==> src/hw/lpv_pkg.sv <==
// Constants and state type of the lane pattern verifier block
// Notes on behaviour
// - Per lane, timing bit pulses high 8 UI once per pattern cycle; the clock pattern holds it high.
// - While a lane's load bit is high, live settings pass into that lane.
// - When load drops, the lane keeps the last settings until next load.
// - Per-lane mismatch bit sets when locked data differs from expected, or on search timeout.
// - Per-lane bit stays high while verifier searches or trains on pattern.
// - Custom length bit: 0 means 16-bit pattern, 1 means 20-bit; resets 0.
// - Length: PRBS7, 11, 23, 31, then 15 twice, then 20 twice.
// - Select: 0 off, 1 PRBS, 2 clock, 3 custom, 1xx timing-only by length.
// - Custom pattern over three registers; top nibble used only at 20 bits.
// - Three-bit retain threshold governs how long lock is kept.
// - Read-only bit goes high once lane deskew has completed.
// - Rising edge of a self-clearing control bit clears error counters.
// - Writing the self-clearing flag clear bit clears latched test flags whose live flag is low.
// - Three-bit field selects the source of the test flag.
// - Four per-lane bits enable datapath checking per the check selection.
// - Check selection: disparity, FIFO error, overflow, underflow, deskew.
// - Per-lane live test flag follows the selected source, unlatched.
// - Per-lane latched test flag stays set until software clears it.
// - Lane 0 error counter low byte is readable, hardware-updated.
// - Lane 0 counter is 12 bits; upper nibble in next register low bits.
package lpv_pkg;
    localparam int         LPV_LANES        = 4;
    localparam logic [7:0] LPV_OFS_LOAD     = 8'h0E;
    localparam logic [7:0] LPV_OFS_STATUS   = 8'h0F;
    localparam logic [7:0] LPV_OFS_CFG      = 8'h10;
    localparam logic [7:0] LPV_OFS_CP_LO    = 8'h11;
    localparam logic [7:0] LPV_OFS_CP_MID   = 8'h12;
    localparam logic [7:0] LPV_OFS_CP_HI    = 8'h13;
    localparam logic [7:0] LPV_OFS_THR      = 8'h14;
    localparam logic [7:0] LPV_OFS_TSTCTL   = 8'h15;
    localparam logic [7:0] LPV_OFS_DPCTL    = 8'h16;
    localparam logic [7:0] LPV_OFS_FLAGS    = 8'h17;
    localparam logic [7:0] LPV_OFS_CNT_LO   = 8'h18;
    localparam logic [7:0] LPV_OFS_CNT_HI   = 8'h19;
    // Field positions
    localparam int LPV_C20_BIT      = 7;
    localparam int LPV_LEN_LSB      = 3;
    localparam int LPV_ALIGN_BIT    = 7;
    localparam int LPV_CLR_CNT_BIT  = 4;
    localparam int LPV_CLR_FLAG_BIT = 3;
    localparam int LPV_EN_LSB       = 4;
    localparam logic [7:0] LPV_RST_VAL = 8'h00;
    // Pattern select codes
    localparam logic [2:0] LPV_SEL_OFF    = 3'h0;
    localparam logic [2:0] LPV_SEL_PRBS   = 3'h1;
    localparam logic [2:0] LPV_SEL_CLOCK  = 3'h2;
    localparam logic [2:0] LPV_SEL_CUSTOM = 3'h3;
    // Datapath check codes
    localparam logic [2:0] LPV_DP_TMDS    = 3'h0;
    localparam logic [2:0] LPV_DP_FIFO    = 3'h1;
    localparam logic [2:0] LPV_DP_OVF     = 3'h2;
    localparam logic [2:0] LPV_DP_UDF     = 3'h3;
    localparam logic [2:0] LPV_DP_DESKEW  = 3'h4;
    // Timing
    localparam logic [30:0] LPV_PULSE_UI  = 31'h8;
    localparam logic [4:0]  LPV_LOCK_RUN  = 5'h1F;
    localparam int          LPV_CNT_W     = 12;

    typedef struct packed {
        logic [3:0][2:0]  sel;
        logic [3:0][2:0]  len;
        logic [3:0]       c20;
        logic [3:0][19:0] cp;
        logic [3:0][3:0]  tmo;
        logic [3:0]       load;
        logic             g_c20;
        logic [2:0]       g_len;
        logic [2:0]       g_sel;
        logic [19:0]      g_cp;
        logic [2:0]       thr;
        logic [2:0]       tsel;
        logic             clr_cnt;
        logic             clr_flag;
        logic [3:0]       en;
        logic [2:0]       dsel;
        logic [3:0][30:0] hist;
        logic [3:0][30:0] pcnt;
        logic [3:0][4:0]  idx;
        logic [3:0][4:0]  run;
        logic [3:0][2:0]  bad;
        logic [3:0][7:0]  stime;
        logic [3:0]       lock;
        logic [3:0]       fail;
        logic [3:0]       pulse;
        logic [3:0]       live;
        logic [3:0]       sticky;
        logic [3:0][11:0] cnt;
        logic [7:0]       rdata;
    } lpv_state_t;
endpackage

==> src/hw/lpv_top.sv <==
// Per-lane pattern verifier, error counter and test flags
`timescale 1ns/10ps
`default_nettype none
module lpv_top
    import lpv_pkg::*;
(
    // Clock and reset
    input  wire logic                 core_clk_in,
    input  wire logic                 rst_n_in,
    // Register port
    input  wire logic                 reg_wr_in,
    input  wire logic [7:0]           reg_addr_in,
    input  wire logic [7:0]           reg_wdata_in,
    output logic      [7:0]           reg_rdata_out,
    // Lane data and datapath events
    input  wire logic [LPV_LANES-1:0] rx_bit_in,
    input  wire logic [3:0]           verifier_timeout_ctl_in,
    input  wire logic [LPV_LANES-1:0] tmds_err_in,
    input  wire logic [LPV_LANES-1:0] fifo_err_in,
    input  wire logic [LPV_LANES-1:0] fifo_ovf_in,
    input  wire logic [LPV_LANES-1:0] fifo_udf_in,
    input  wire logic                 lane_align_done_in,
    // Lane status
    output logic [LPV_LANES-1:0]      pattern_timing_pulse_out,
    output logic [LPV_LANES-1:0]      sticky_test_flag_out
);
    lpv_state_t q;
    lpv_state_t d;

    // Expected next PRBS bit from received history
    function automatic logic prbs_fb(input logic [2:0] len,
                                     input logic [30:0] h);
        unique case (len)
            3'h0:        prbs_fb = h[6] ^ h[5];
            3'h1:        prbs_fb = h[10] ^ h[8];
            3'h2:        prbs_fb = h[22] ^ h[17];
            3'h3:        prbs_fb = h[30] ^ h[27];
            3'h4, 3'h5:  prbs_fb = h[14] ^ h[13];
            3'h6, 3'h7:  prbs_fb = h[19] ^ h[2];
        endcase
    endfunction

    // Cycle length of a PRBS of the given length code
    function automatic logic [30:0] prbs_period(input logic [2:0] len);
        unique case (len)
            3'h0:        prbs_period = 31'h7F;
            3'h1:        prbs_period = 31'h7FF;
            3'h2:        prbs_period = 31'h7FFFFF;
            3'h3:        prbs_period = 31'h7FFFFFFF;
            3'h4, 3'h5:  prbs_period = 31'h7FFF;
            3'h6, 3'h7:  prbs_period = 31'hFFFFF;
        endcase
    endfunction

    // Datapath event selected for one lane
    function automatic logic dp_src(input logic [2:0] sel,
                                    input int l);
        unique case (sel)
            LPV_DP_TMDS:   dp_src = tmds_err_in[l];
            LPV_DP_FIFO:   dp_src = fifo_err_in[l];
            LPV_DP_OVF:    dp_src = fifo_ovf_in[l];
            LPV_DP_UDF:    dp_src = fifo_udf_in[l];
            LPV_DP_DESKEW: dp_src = !lane_align_done_in;
            default:       dp_src = 1'b0;
        endcase
    endfunction

    logic [2:0]  l_sel;
    logic [2:0]  l_len;
    logic        l_c20;
    logic [19:0] l_cp;
    logic [3:0]  l_tmo;
    logic        l_chk;
    logic        l_exp;
    logic        l_err;
    logic        l_evt;
    logic        l_dp;
    logic        l_srch;
    logic [30:0] l_per;
    logic [4:0]  l_clen;
    logic [4:0]  l_idx;
    logic [7:0]  rd;

    always_comb begin
        d = q;
        l_sel = 3'h0;
        l_len = 3'h0;
        l_c20 = 1'b0;
        l_cp = 20'h00000;
        l_tmo = 4'h0;
        l_chk = 1'b0;
        l_exp = 1'b0;
        l_err = 1'b0;
        l_evt = 1'b0;
        l_dp = 1'b0;
        l_srch = 1'b0;
        l_per = 31'h0;
        l_clen = 5'h0;
        l_idx = 5'h0;
        rd = LPV_RST_VAL;
        d.clr_cnt = 1'b0;
        d.clr_flag = 1'b0;

        if (reg_wr_in) begin
            unique case (reg_addr_in)
                LPV_OFS_LOAD:   d.load = reg_wdata_in[3:0];
                LPV_OFS_CFG: begin
                    d.g_c20 = reg_wdata_in[LPV_C20_BIT];
                    d.g_len = reg_wdata_in[LPV_LEN_LSB +: 3];
                    d.g_sel = reg_wdata_in[2:0];
                end
                LPV_OFS_CP_LO:  d.g_cp[7:0] = reg_wdata_in;
                LPV_OFS_CP_MID: d.g_cp[15:8] = reg_wdata_in;
                LPV_OFS_CP_HI:  d.g_cp[19:16] = reg_wdata_in[3:0];
                LPV_OFS_THR:    d.thr = reg_wdata_in[2:0];
                LPV_OFS_TSTCTL: begin
                    // Held one cycle only, so a new write is a new edge
                    d.clr_cnt = reg_wdata_in[LPV_CLR_CNT_BIT];
                    d.clr_flag = reg_wdata_in[LPV_CLR_FLAG_BIT];
                    d.tsel = reg_wdata_in[2:0];
                end
                LPV_OFS_DPCTL: begin
                    d.en = reg_wdata_in[LPV_EN_LSB +: 4];
                    d.dsel = reg_wdata_in[2:0];
                end
                default: ;
            endcase
        end

        for (int l = 0; l < LPV_LANES; l++) begin
            // Live settings while loading, held copy afterwards
            if (q.load[l]) begin
                l_sel = q.g_sel;
                l_len = q.g_len;
                l_c20 = q.g_c20;
                l_cp = q.g_cp;
                l_tmo = verifier_timeout_ctl_in;
                d.sel[l] = q.g_sel;
                d.len[l] = q.g_len;
                d.c20[l] = q.g_c20;
                d.cp[l] = q.g_cp;
                d.tmo[l] = verifier_timeout_ctl_in;
            end else begin
                l_sel = q.sel[l];
                l_len = q.len[l];
                l_c20 = q.c20[l];
                l_cp = q.cp[l];
                l_tmo = q.tmo[l];
            end
            l_clen = l_c20 ? 5'd20 : 5'd16;
            l_chk = (l_sel != LPV_SEL_OFF) && !l_sel[2];

            unique case (l_sel)
                LPV_SEL_OFF:    l_per = 31'h1;
                LPV_SEL_CLOCK:  l_per = 31'h2;
                LPV_SEL_CUSTOM: l_per = {26'h0, l_clen};
                default:        l_per = prbs_period(l_len);
            endcase
            unique case (l_sel)
                LPV_SEL_CLOCK:  l_exp = !q.hist[l][0];
                LPV_SEL_CUSTOM: l_exp = l_cp[q.idx[l]];
                default:        l_exp = prbs_fb(l_len, q.hist[l]);
            endcase
            l_err = l_chk && (rx_bit_in[l] != l_exp);

            // Pattern cycle timer, also runs in timing-only mode
            if (l_sel == LPV_SEL_OFF || q.pcnt[l] >= l_per - 31'h1) begin
                d.pcnt[l] = 31'h0;
            end else begin
                d.pcnt[l] = q.pcnt[l] + 31'h1;
            end
            d.pulse[l] = (l_sel != LPV_SEL_OFF) &&
                         (q.pcnt[l] < LPV_PULSE_UI);

            d.hist[l] = {q.hist[l][29:0], rx_bit_in[l]};
            // Custom slips one bit per miss while searching
            l_idx = q.idx[l] + 5'h1 + {4'h0, l_err && !q.lock[l]};
            if (l_idx >= l_clen) begin
                l_idx = l_idx - l_clen;
            end
            d.idx[l] = (l_sel == LPV_SEL_CUSTOM) ? l_idx : 5'h0;

            if (q.load[l] || !l_chk) begin
                d.lock[l] = 1'b0;
                d.run[l] = 5'h0;
                d.bad[l] = 3'h0;
                d.stime[l] = 8'h00;
                if (q.load[l]) begin
                    d.fail[l] = 1'b0;
                end
            end else if (!q.lock[l]) begin
                d.run[l] = l_err ? 5'h0 : q.run[l] + 5'h1;
                d.lock[l] = !l_err && (q.run[l] == LPV_LOCK_RUN - 5'h1);
                // Timeout guards against a lane that never trains
                if (q.stime[l] == {l_tmo, 4'hF} && l_tmo != 4'h0) begin
                    d.fail[l] = 1'b1;
                end else begin
                    d.stime[l] = q.stime[l] + 8'h01;
                end
            end else if (l_err) begin
                d.fail[l] = 1'b1;
                // Lock dropped only after a burst beyond threshold
                if (q.bad[l] >= q.thr) begin
                    d.lock[l] = 1'b0;
                    d.run[l] = 5'h0;
                    d.bad[l] = 3'h0;
                    d.stime[l] = 8'h00;
                end else begin
                    d.bad[l] = q.bad[l] + 3'h1;
                end
            end else begin
                d.bad[l] = 3'h0;
            end
            l_srch = l_chk && !q.lock[l];

            l_dp = q.en[l] && dp_src(q.dsel, l);
            l_evt = (|q.en) ? l_dp : (l_err && q.lock[l]);
            if (q.clr_cnt) begin
                d.cnt[l] = 12'h000;
            end else if (l_evt && q.cnt[l] != 12'hFFF) begin
                d.cnt[l] = q.cnt[l] + 12'h001;
            end

            unique case (q.tsel)
                3'h0:    d.live[l] = l_dp;
                3'h1:    d.live[l] = q.fail[l];
                3'h2:    d.live[l] = l_srch;
                3'h3:    d.live[l] = q.pulse[l];
                default: d.live[l] = 1'b0;
            endcase
            // Set wins over a clear in the same cycle
            if (q.live[l]) begin
                d.sticky[l] = 1'b1;
            end else if (q.clr_flag) begin
                d.sticky[l] = 1'b0;
            end
        end

        unique case (reg_addr_in)
            LPV_OFS_LOAD:   rd = {q.pulse, q.load};
            LPV_OFS_STATUS: rd = {q.fail, ~q.lock & srch_mask(q)};
            LPV_OFS_CFG:    rd = {q.g_c20, 1'b0, q.g_len, q.g_sel};
            LPV_OFS_CP_LO:  rd = q.g_cp[7:0];
            LPV_OFS_CP_MID: rd = q.g_cp[15:8];
            LPV_OFS_CP_HI:  rd = {4'h0, q.g_cp[19:16]};
            LPV_OFS_THR:    rd = {5'h00, q.thr};
            LPV_OFS_TSTCTL: rd = {lane_align_done_in, 4'h0, q.tsel};
            LPV_OFS_DPCTL:  rd = {q.en, 1'b0, q.dsel};
            LPV_OFS_FLAGS:  rd = {q.sticky, q.live};
            LPV_OFS_CNT_LO: rd = q.cnt[0][7:0];
            LPV_OFS_CNT_HI: rd = {4'h0, q.cnt[0][11:8]};
            default:        rd = LPV_RST_VAL;
        endcase
        d.rdata = rd;
    end

    // Lanes whose held or live mode is a checking mode
    function automatic logic [3:0] srch_mask(input lpv_state_t s);
        logic [2:0] m;
        srch_mask = 4'h0;
        for (int l = 0; l < LPV_LANES; l++) begin
            m = s.load[l] ? s.g_sel : s.sel[l];
            srch_mask[l] = (m != LPV_SEL_OFF) && !m[2];
        end
    endfunction

    always_ff @(posedge core_clk_in) begin
        if (!rst_n_in) begin
            q <= '0;
        end else begin
            q <= d;
        end
    end

    assign reg_rdata_out = q.rdata;
    assign pattern_timing_pulse_out = q.pulse;
    assign sticky_test_flag_out = q.sticky;
endmodule
`default_nettype wire

==> config.mk <==
export PLATFORM = sky130hd
export DESIGN_NAME = lpv_top
export DESIGN_NICKNAME = d
export VERILOG_FILES = /design/src/hw/lpv_pkg.sv /design/src/hw/lpv_top.sv
export SDC_FILE = /design/constraint.sdc
export NUM_CORES = 1
export LEC_CHECK = 0
export ABC_AREA = 0
export BUFFER_PORTS_ARGS = -buffer_cell sky130_fd_sc_hd__buf_2
export CAP_MARGIN = 5
export CELL_PAD_IN_SITES_DETAIL_PLACEMENT = 1
export CELL_PAD_IN_SITES_GLOBAL_PLACEMENT = 2
export CORE_MARGIN = 3
export CORE_UTILIZATION = 36
export DETAILED_ROUTE_END_ITERATION = 7
export PLACE_DENSITY = 0.73
export SYNTH_ARGS = -nofsm -noshare
export SYNTH_HDL_FRONTEND = slang
export SYNTH_SLANG_ARGS = --single-unit
==> constraint.sdc <==
create_clock -name core_clk_in -period 3.9 [get_ports core_clk_in]
set_input_delay 0.585 -clock core_clk_in [delete_from_list [all_inputs] [get_ports core_clk_in]]
set_output_delay 0.585 -clock core_clk_in [all_outputs]
set_load 0.01 [all_outputs]
==> results.toml <==
[placement]
place.gp.congestion = 0.856
placed_area_sq_mm = 0.0305
hpwl_microns = 62900
portBuffers = 59
dpl_worst_slack_ns = -0.0307

[power_and_ir_drop]
power.leakage_nw = 12.5
clkPwrFrac = 0.523
power_frac_comb = 0.016
seqPwrFrac = 0.460
intPower_w = 0.00937
power_density_mw_per_mm2 = 362
switching_share = 0.223
p_sw_w = 0.00268
peakVddDrop_mv = 0.273

[logic_synthesis]
yosysSeqAreaShare = 0.381
synth_edf_count = 0
synth_nets = 3373
ys_ff_latch = 542
syn-cell-area_sq_mm = 0.0285
ys.warnings.count = 0
synth.avg_cell_area_sq_um = 9.04
async_flop_share = 0
synthFlopType = "dfxtp_1"
synthDistinctLibCells = 88
synthCells = 3150

[route]
wl_per_cell_microns = 19.9
wl_microns = 86700
drcViolationCount = 0
drt_first_pass_iters = 5
vias = 23300
ant_nets = 0
viasPerCell = 5.34
drtIter0Drc = 1246

[floorplan]
core_sq_mm = 0.0778
die_area_sq_mm = 0.0825
row_count = 102
ios = 60
chipHeight_microns = 287
start_util = 0.366
die-width_microns = 287

[clock_network]
clk_pin_slew_ns = 0.06
worstSkewPairLatency_ns = 0.61
cts_max_level = 3
cts_max_path_buffers = 3
postCtsHoldBufs = 0
cts_tree = "yes"
root_buffer = "clkbuf_16"
cts.sinks = 542
numCtsBuffers = 68

[worst_setup_path]
end_kind = "flip-flop"
cp_common_cell = "ha_1"
crit_path_start_kind = "flip-flop"
critPathKind = "reg2reg"
cp_max_fo = 9
cp.required_ns = 4.43
crit_chain = "buf_6 -> mux4_2 -> mux2i_2 -> a22oi_1 -> nor4_1 -> a311o_1 -> xor2_2 -> nand2b_1 -> ha_1 -> inv_1 -> ha_1 -> xnor2_2 -> ha_1 -> nand2_1 -> o211ai_1 -> nand2b_1 -> mux2_2 -> nor2_1"
critPathArrivalTime_ns = 4.34
r2r_cells = 18
crit_path_max_incr_delay_ns = 0.53
critPathSlowestCell = "mux4_2"

[run]
maxCapViolations = 0

[sta]
fmax_ghz = 0.262
finClkSkew_ns = 0.0285
rsz0062_at_grt = "yes"
setup_viol = 0
finalMaxSlewViolations = 0
period_share = 0.978
hold_viol = 0
setup-tns-final_ns = 0
fin_ws_ns = 0.0843
max_slew_margin = 0.234
period_minus_slack_ns = 3.82
worst_pin_slew_ns = 1.14

[cells_and_area]
fin_area_sq_mm = 0.0332
areaGrowthSynthToFinish_pct = 16.8
fin_nets = 3492
drive_gt1_frac = 0.153

[run_status]
status = "finished clean"

[worst_hold_path]
hp-class = "in2reg"
min_delay_path_depth = 2

[global_routing]
antenna_found_initial = 5
grt_pass1_wl_microns = 136000
grt_start_max_net_pins = 99
first_global_vias = 24600
grt-ovfl-total = 0
track_usage = 0.206
-- cells in the final DEF (no fill, tap or decap), types with 31 or more instances in the layout --
cell and instances:
a21o_1 46, a21oi_1 106, and2_1 150, and3_1 43
buf_2 58, buf_4 150, clkbuf_16 71, dfxtp_1 524
ha_1 174, inv_1 80, mux2_2 31, mux2i_1 174
mux4_2 35, nand2_1 253, nand3_1 153, nand4_1 57
nor2_1 259, nor2b_1 162, nor3_1 44, nor4_1 32
o21ai_0 71, xnor2_1 97, xor2_1 90
-- synth_stat cells, drive strengths merged (5+ instances only) --
cell     number  area share
a211oi       20      0.0053
o211ai       10      0.0026
ha          179       0.079
nand2b       23      0.0053
xor2         92       0.029
nor2        264       0.035
clkbuf      126       0.017
nand4        57       0.013
a21o         47       0.012
a22oi        13      0.0036
nor2b       162       0.036
o21a         27      0.0071
nand3b       10      0.0026
xnor2       100       0.031
o2bb2ai       7      0.0022
inv          84       0.011
or2          20      0.0044
a22o          6      0.0018
dfxtp       542        0.38
nand2       253       0.033
mux4         36       0.029
buf          55       0.012
and4         17      0.0052
a311oi       11      0.0034
nand3       154       0.027
mux2i       182       0.064
and2        152       0.033
nor3         44      0.0077
a221oi        9      0.0028
a211o         5      0.0015
a21boi       30      0.0079
nor4         36      0.0084
o21ai        75       0.013
mux2         32       0.013
and3         43      0.0095
nor3b        11      0.0029
a31oi        16      0.0037
or3          23      0.0051
o22ai         7      0.0015
a21oi       111       0.020
o31ai         5      0.0013
-- layer usage --
layer	wire [microns]	global-route usage	vias up
met4	2750	0.0686	6
met2	41700	0.354	389
li1	-	-	11200
met5	43	0	-
met1	38700	0.261	11500
met3	3450	0.0328	147
-- final cells by class --
cell class | count | area [sq um]
repair buffers | 230 | 1780
flip-flops and latches | 542 | 10900
diodes | 5 | 12.5
multi-input cells | 2339 | 16700
clock buffers | 92 | 1930
fillers | 8921 | 44600
well taps | 1040 | 1300
clock inverters | 28 | 292
inverters | 88 | 330
-- power groups by stage --
stage | clock network [W] | registers, W | logic (W)
5_1_grt | 0.00672 | 0.00555 | 0.000212
4_1_cts | 0.00651 | 0.00555 | 0.000197
6_report | 0.00630 | 0.00555 | 0.000198
3_3_place_gp | 0 | 0.00567 | 0.000192
2_1_floorplan | 0 | 0.00567 | 0.000109
3_5_place_dp | 0 | 0.00567 | 0.000196
-- sequential cells by signal, indices dropped and copies added (netlist names) --
signal / flops
reg_rdata_out: 8
d: 120
q: 406
sticky_test_flag_out: 4
pattern_timing_pulse_out: 4
-- through the flow --
stage / utilization / power (W) / instances / hold slack, ns
after global routing: 0.427 / 0.0125 / 4359 / 0.225
after CTS: 0.420 / 0.0123 / 4337 / 0.195
after global placement: 0.392 / 0.00586 / 4217 / 0.413
after detailed placement: 0.392 / 0.00587 / 4217 / 0.420
after floorplan: - / 0.00578 / 3150 / 0.412
final: 0.427 / 0.0120 / 4364 / 0.233
-- kinds of logic (layout without fill, tap and decap cells) --
logic type | after synthesis | count (layout) | share of synthesized area
AO/OA/AOI/OAI | 435 | 435 | 0.102
buffers and inverters | 269 | 438 | 0.0401
adder cells (fa/ha/maj) | 179 | 179 | 0.0787
flip-flops | 542 | 542 | 0.381
XOR/XNOR | 192 | 192 | 0.0593
other | 0 | 5 | 0
multiplexers | 250 | 250 | 0.106
AND/OR/NAND/NOR | 1283 | 1283 | 0.233
-- worst max-delay path: cells and delay by family, from the launching register on --
family | cells | cell delay (ns)
buf+inv | 2 | 0.22
xor+xnor | 2 | 0.31
fa+ha+maj | 3 | 0.69
mux | 3 | 1.05
flops | 1 | 0.32
compound gates | 3 | 0.57
simple gates | 5 | 0.59
-- repair_timing --
action,CTS,global route
setup endpoints to repair,1,136
setup buffers,0,19
gates cloned,0,4
gates resized for setup,1,76
pin swaps,0,18
-- worst paths after layout --
check	from	to	slack (ns)
max	q[145]	q[147]	0.08
max reg2reg	q[145]	q[147]	0.08
min reg2reg	d[342]	d[343]	0.43
min	rx_bit_in[2]	d[347]	0.23
Power figures use the tool's default switching activity.
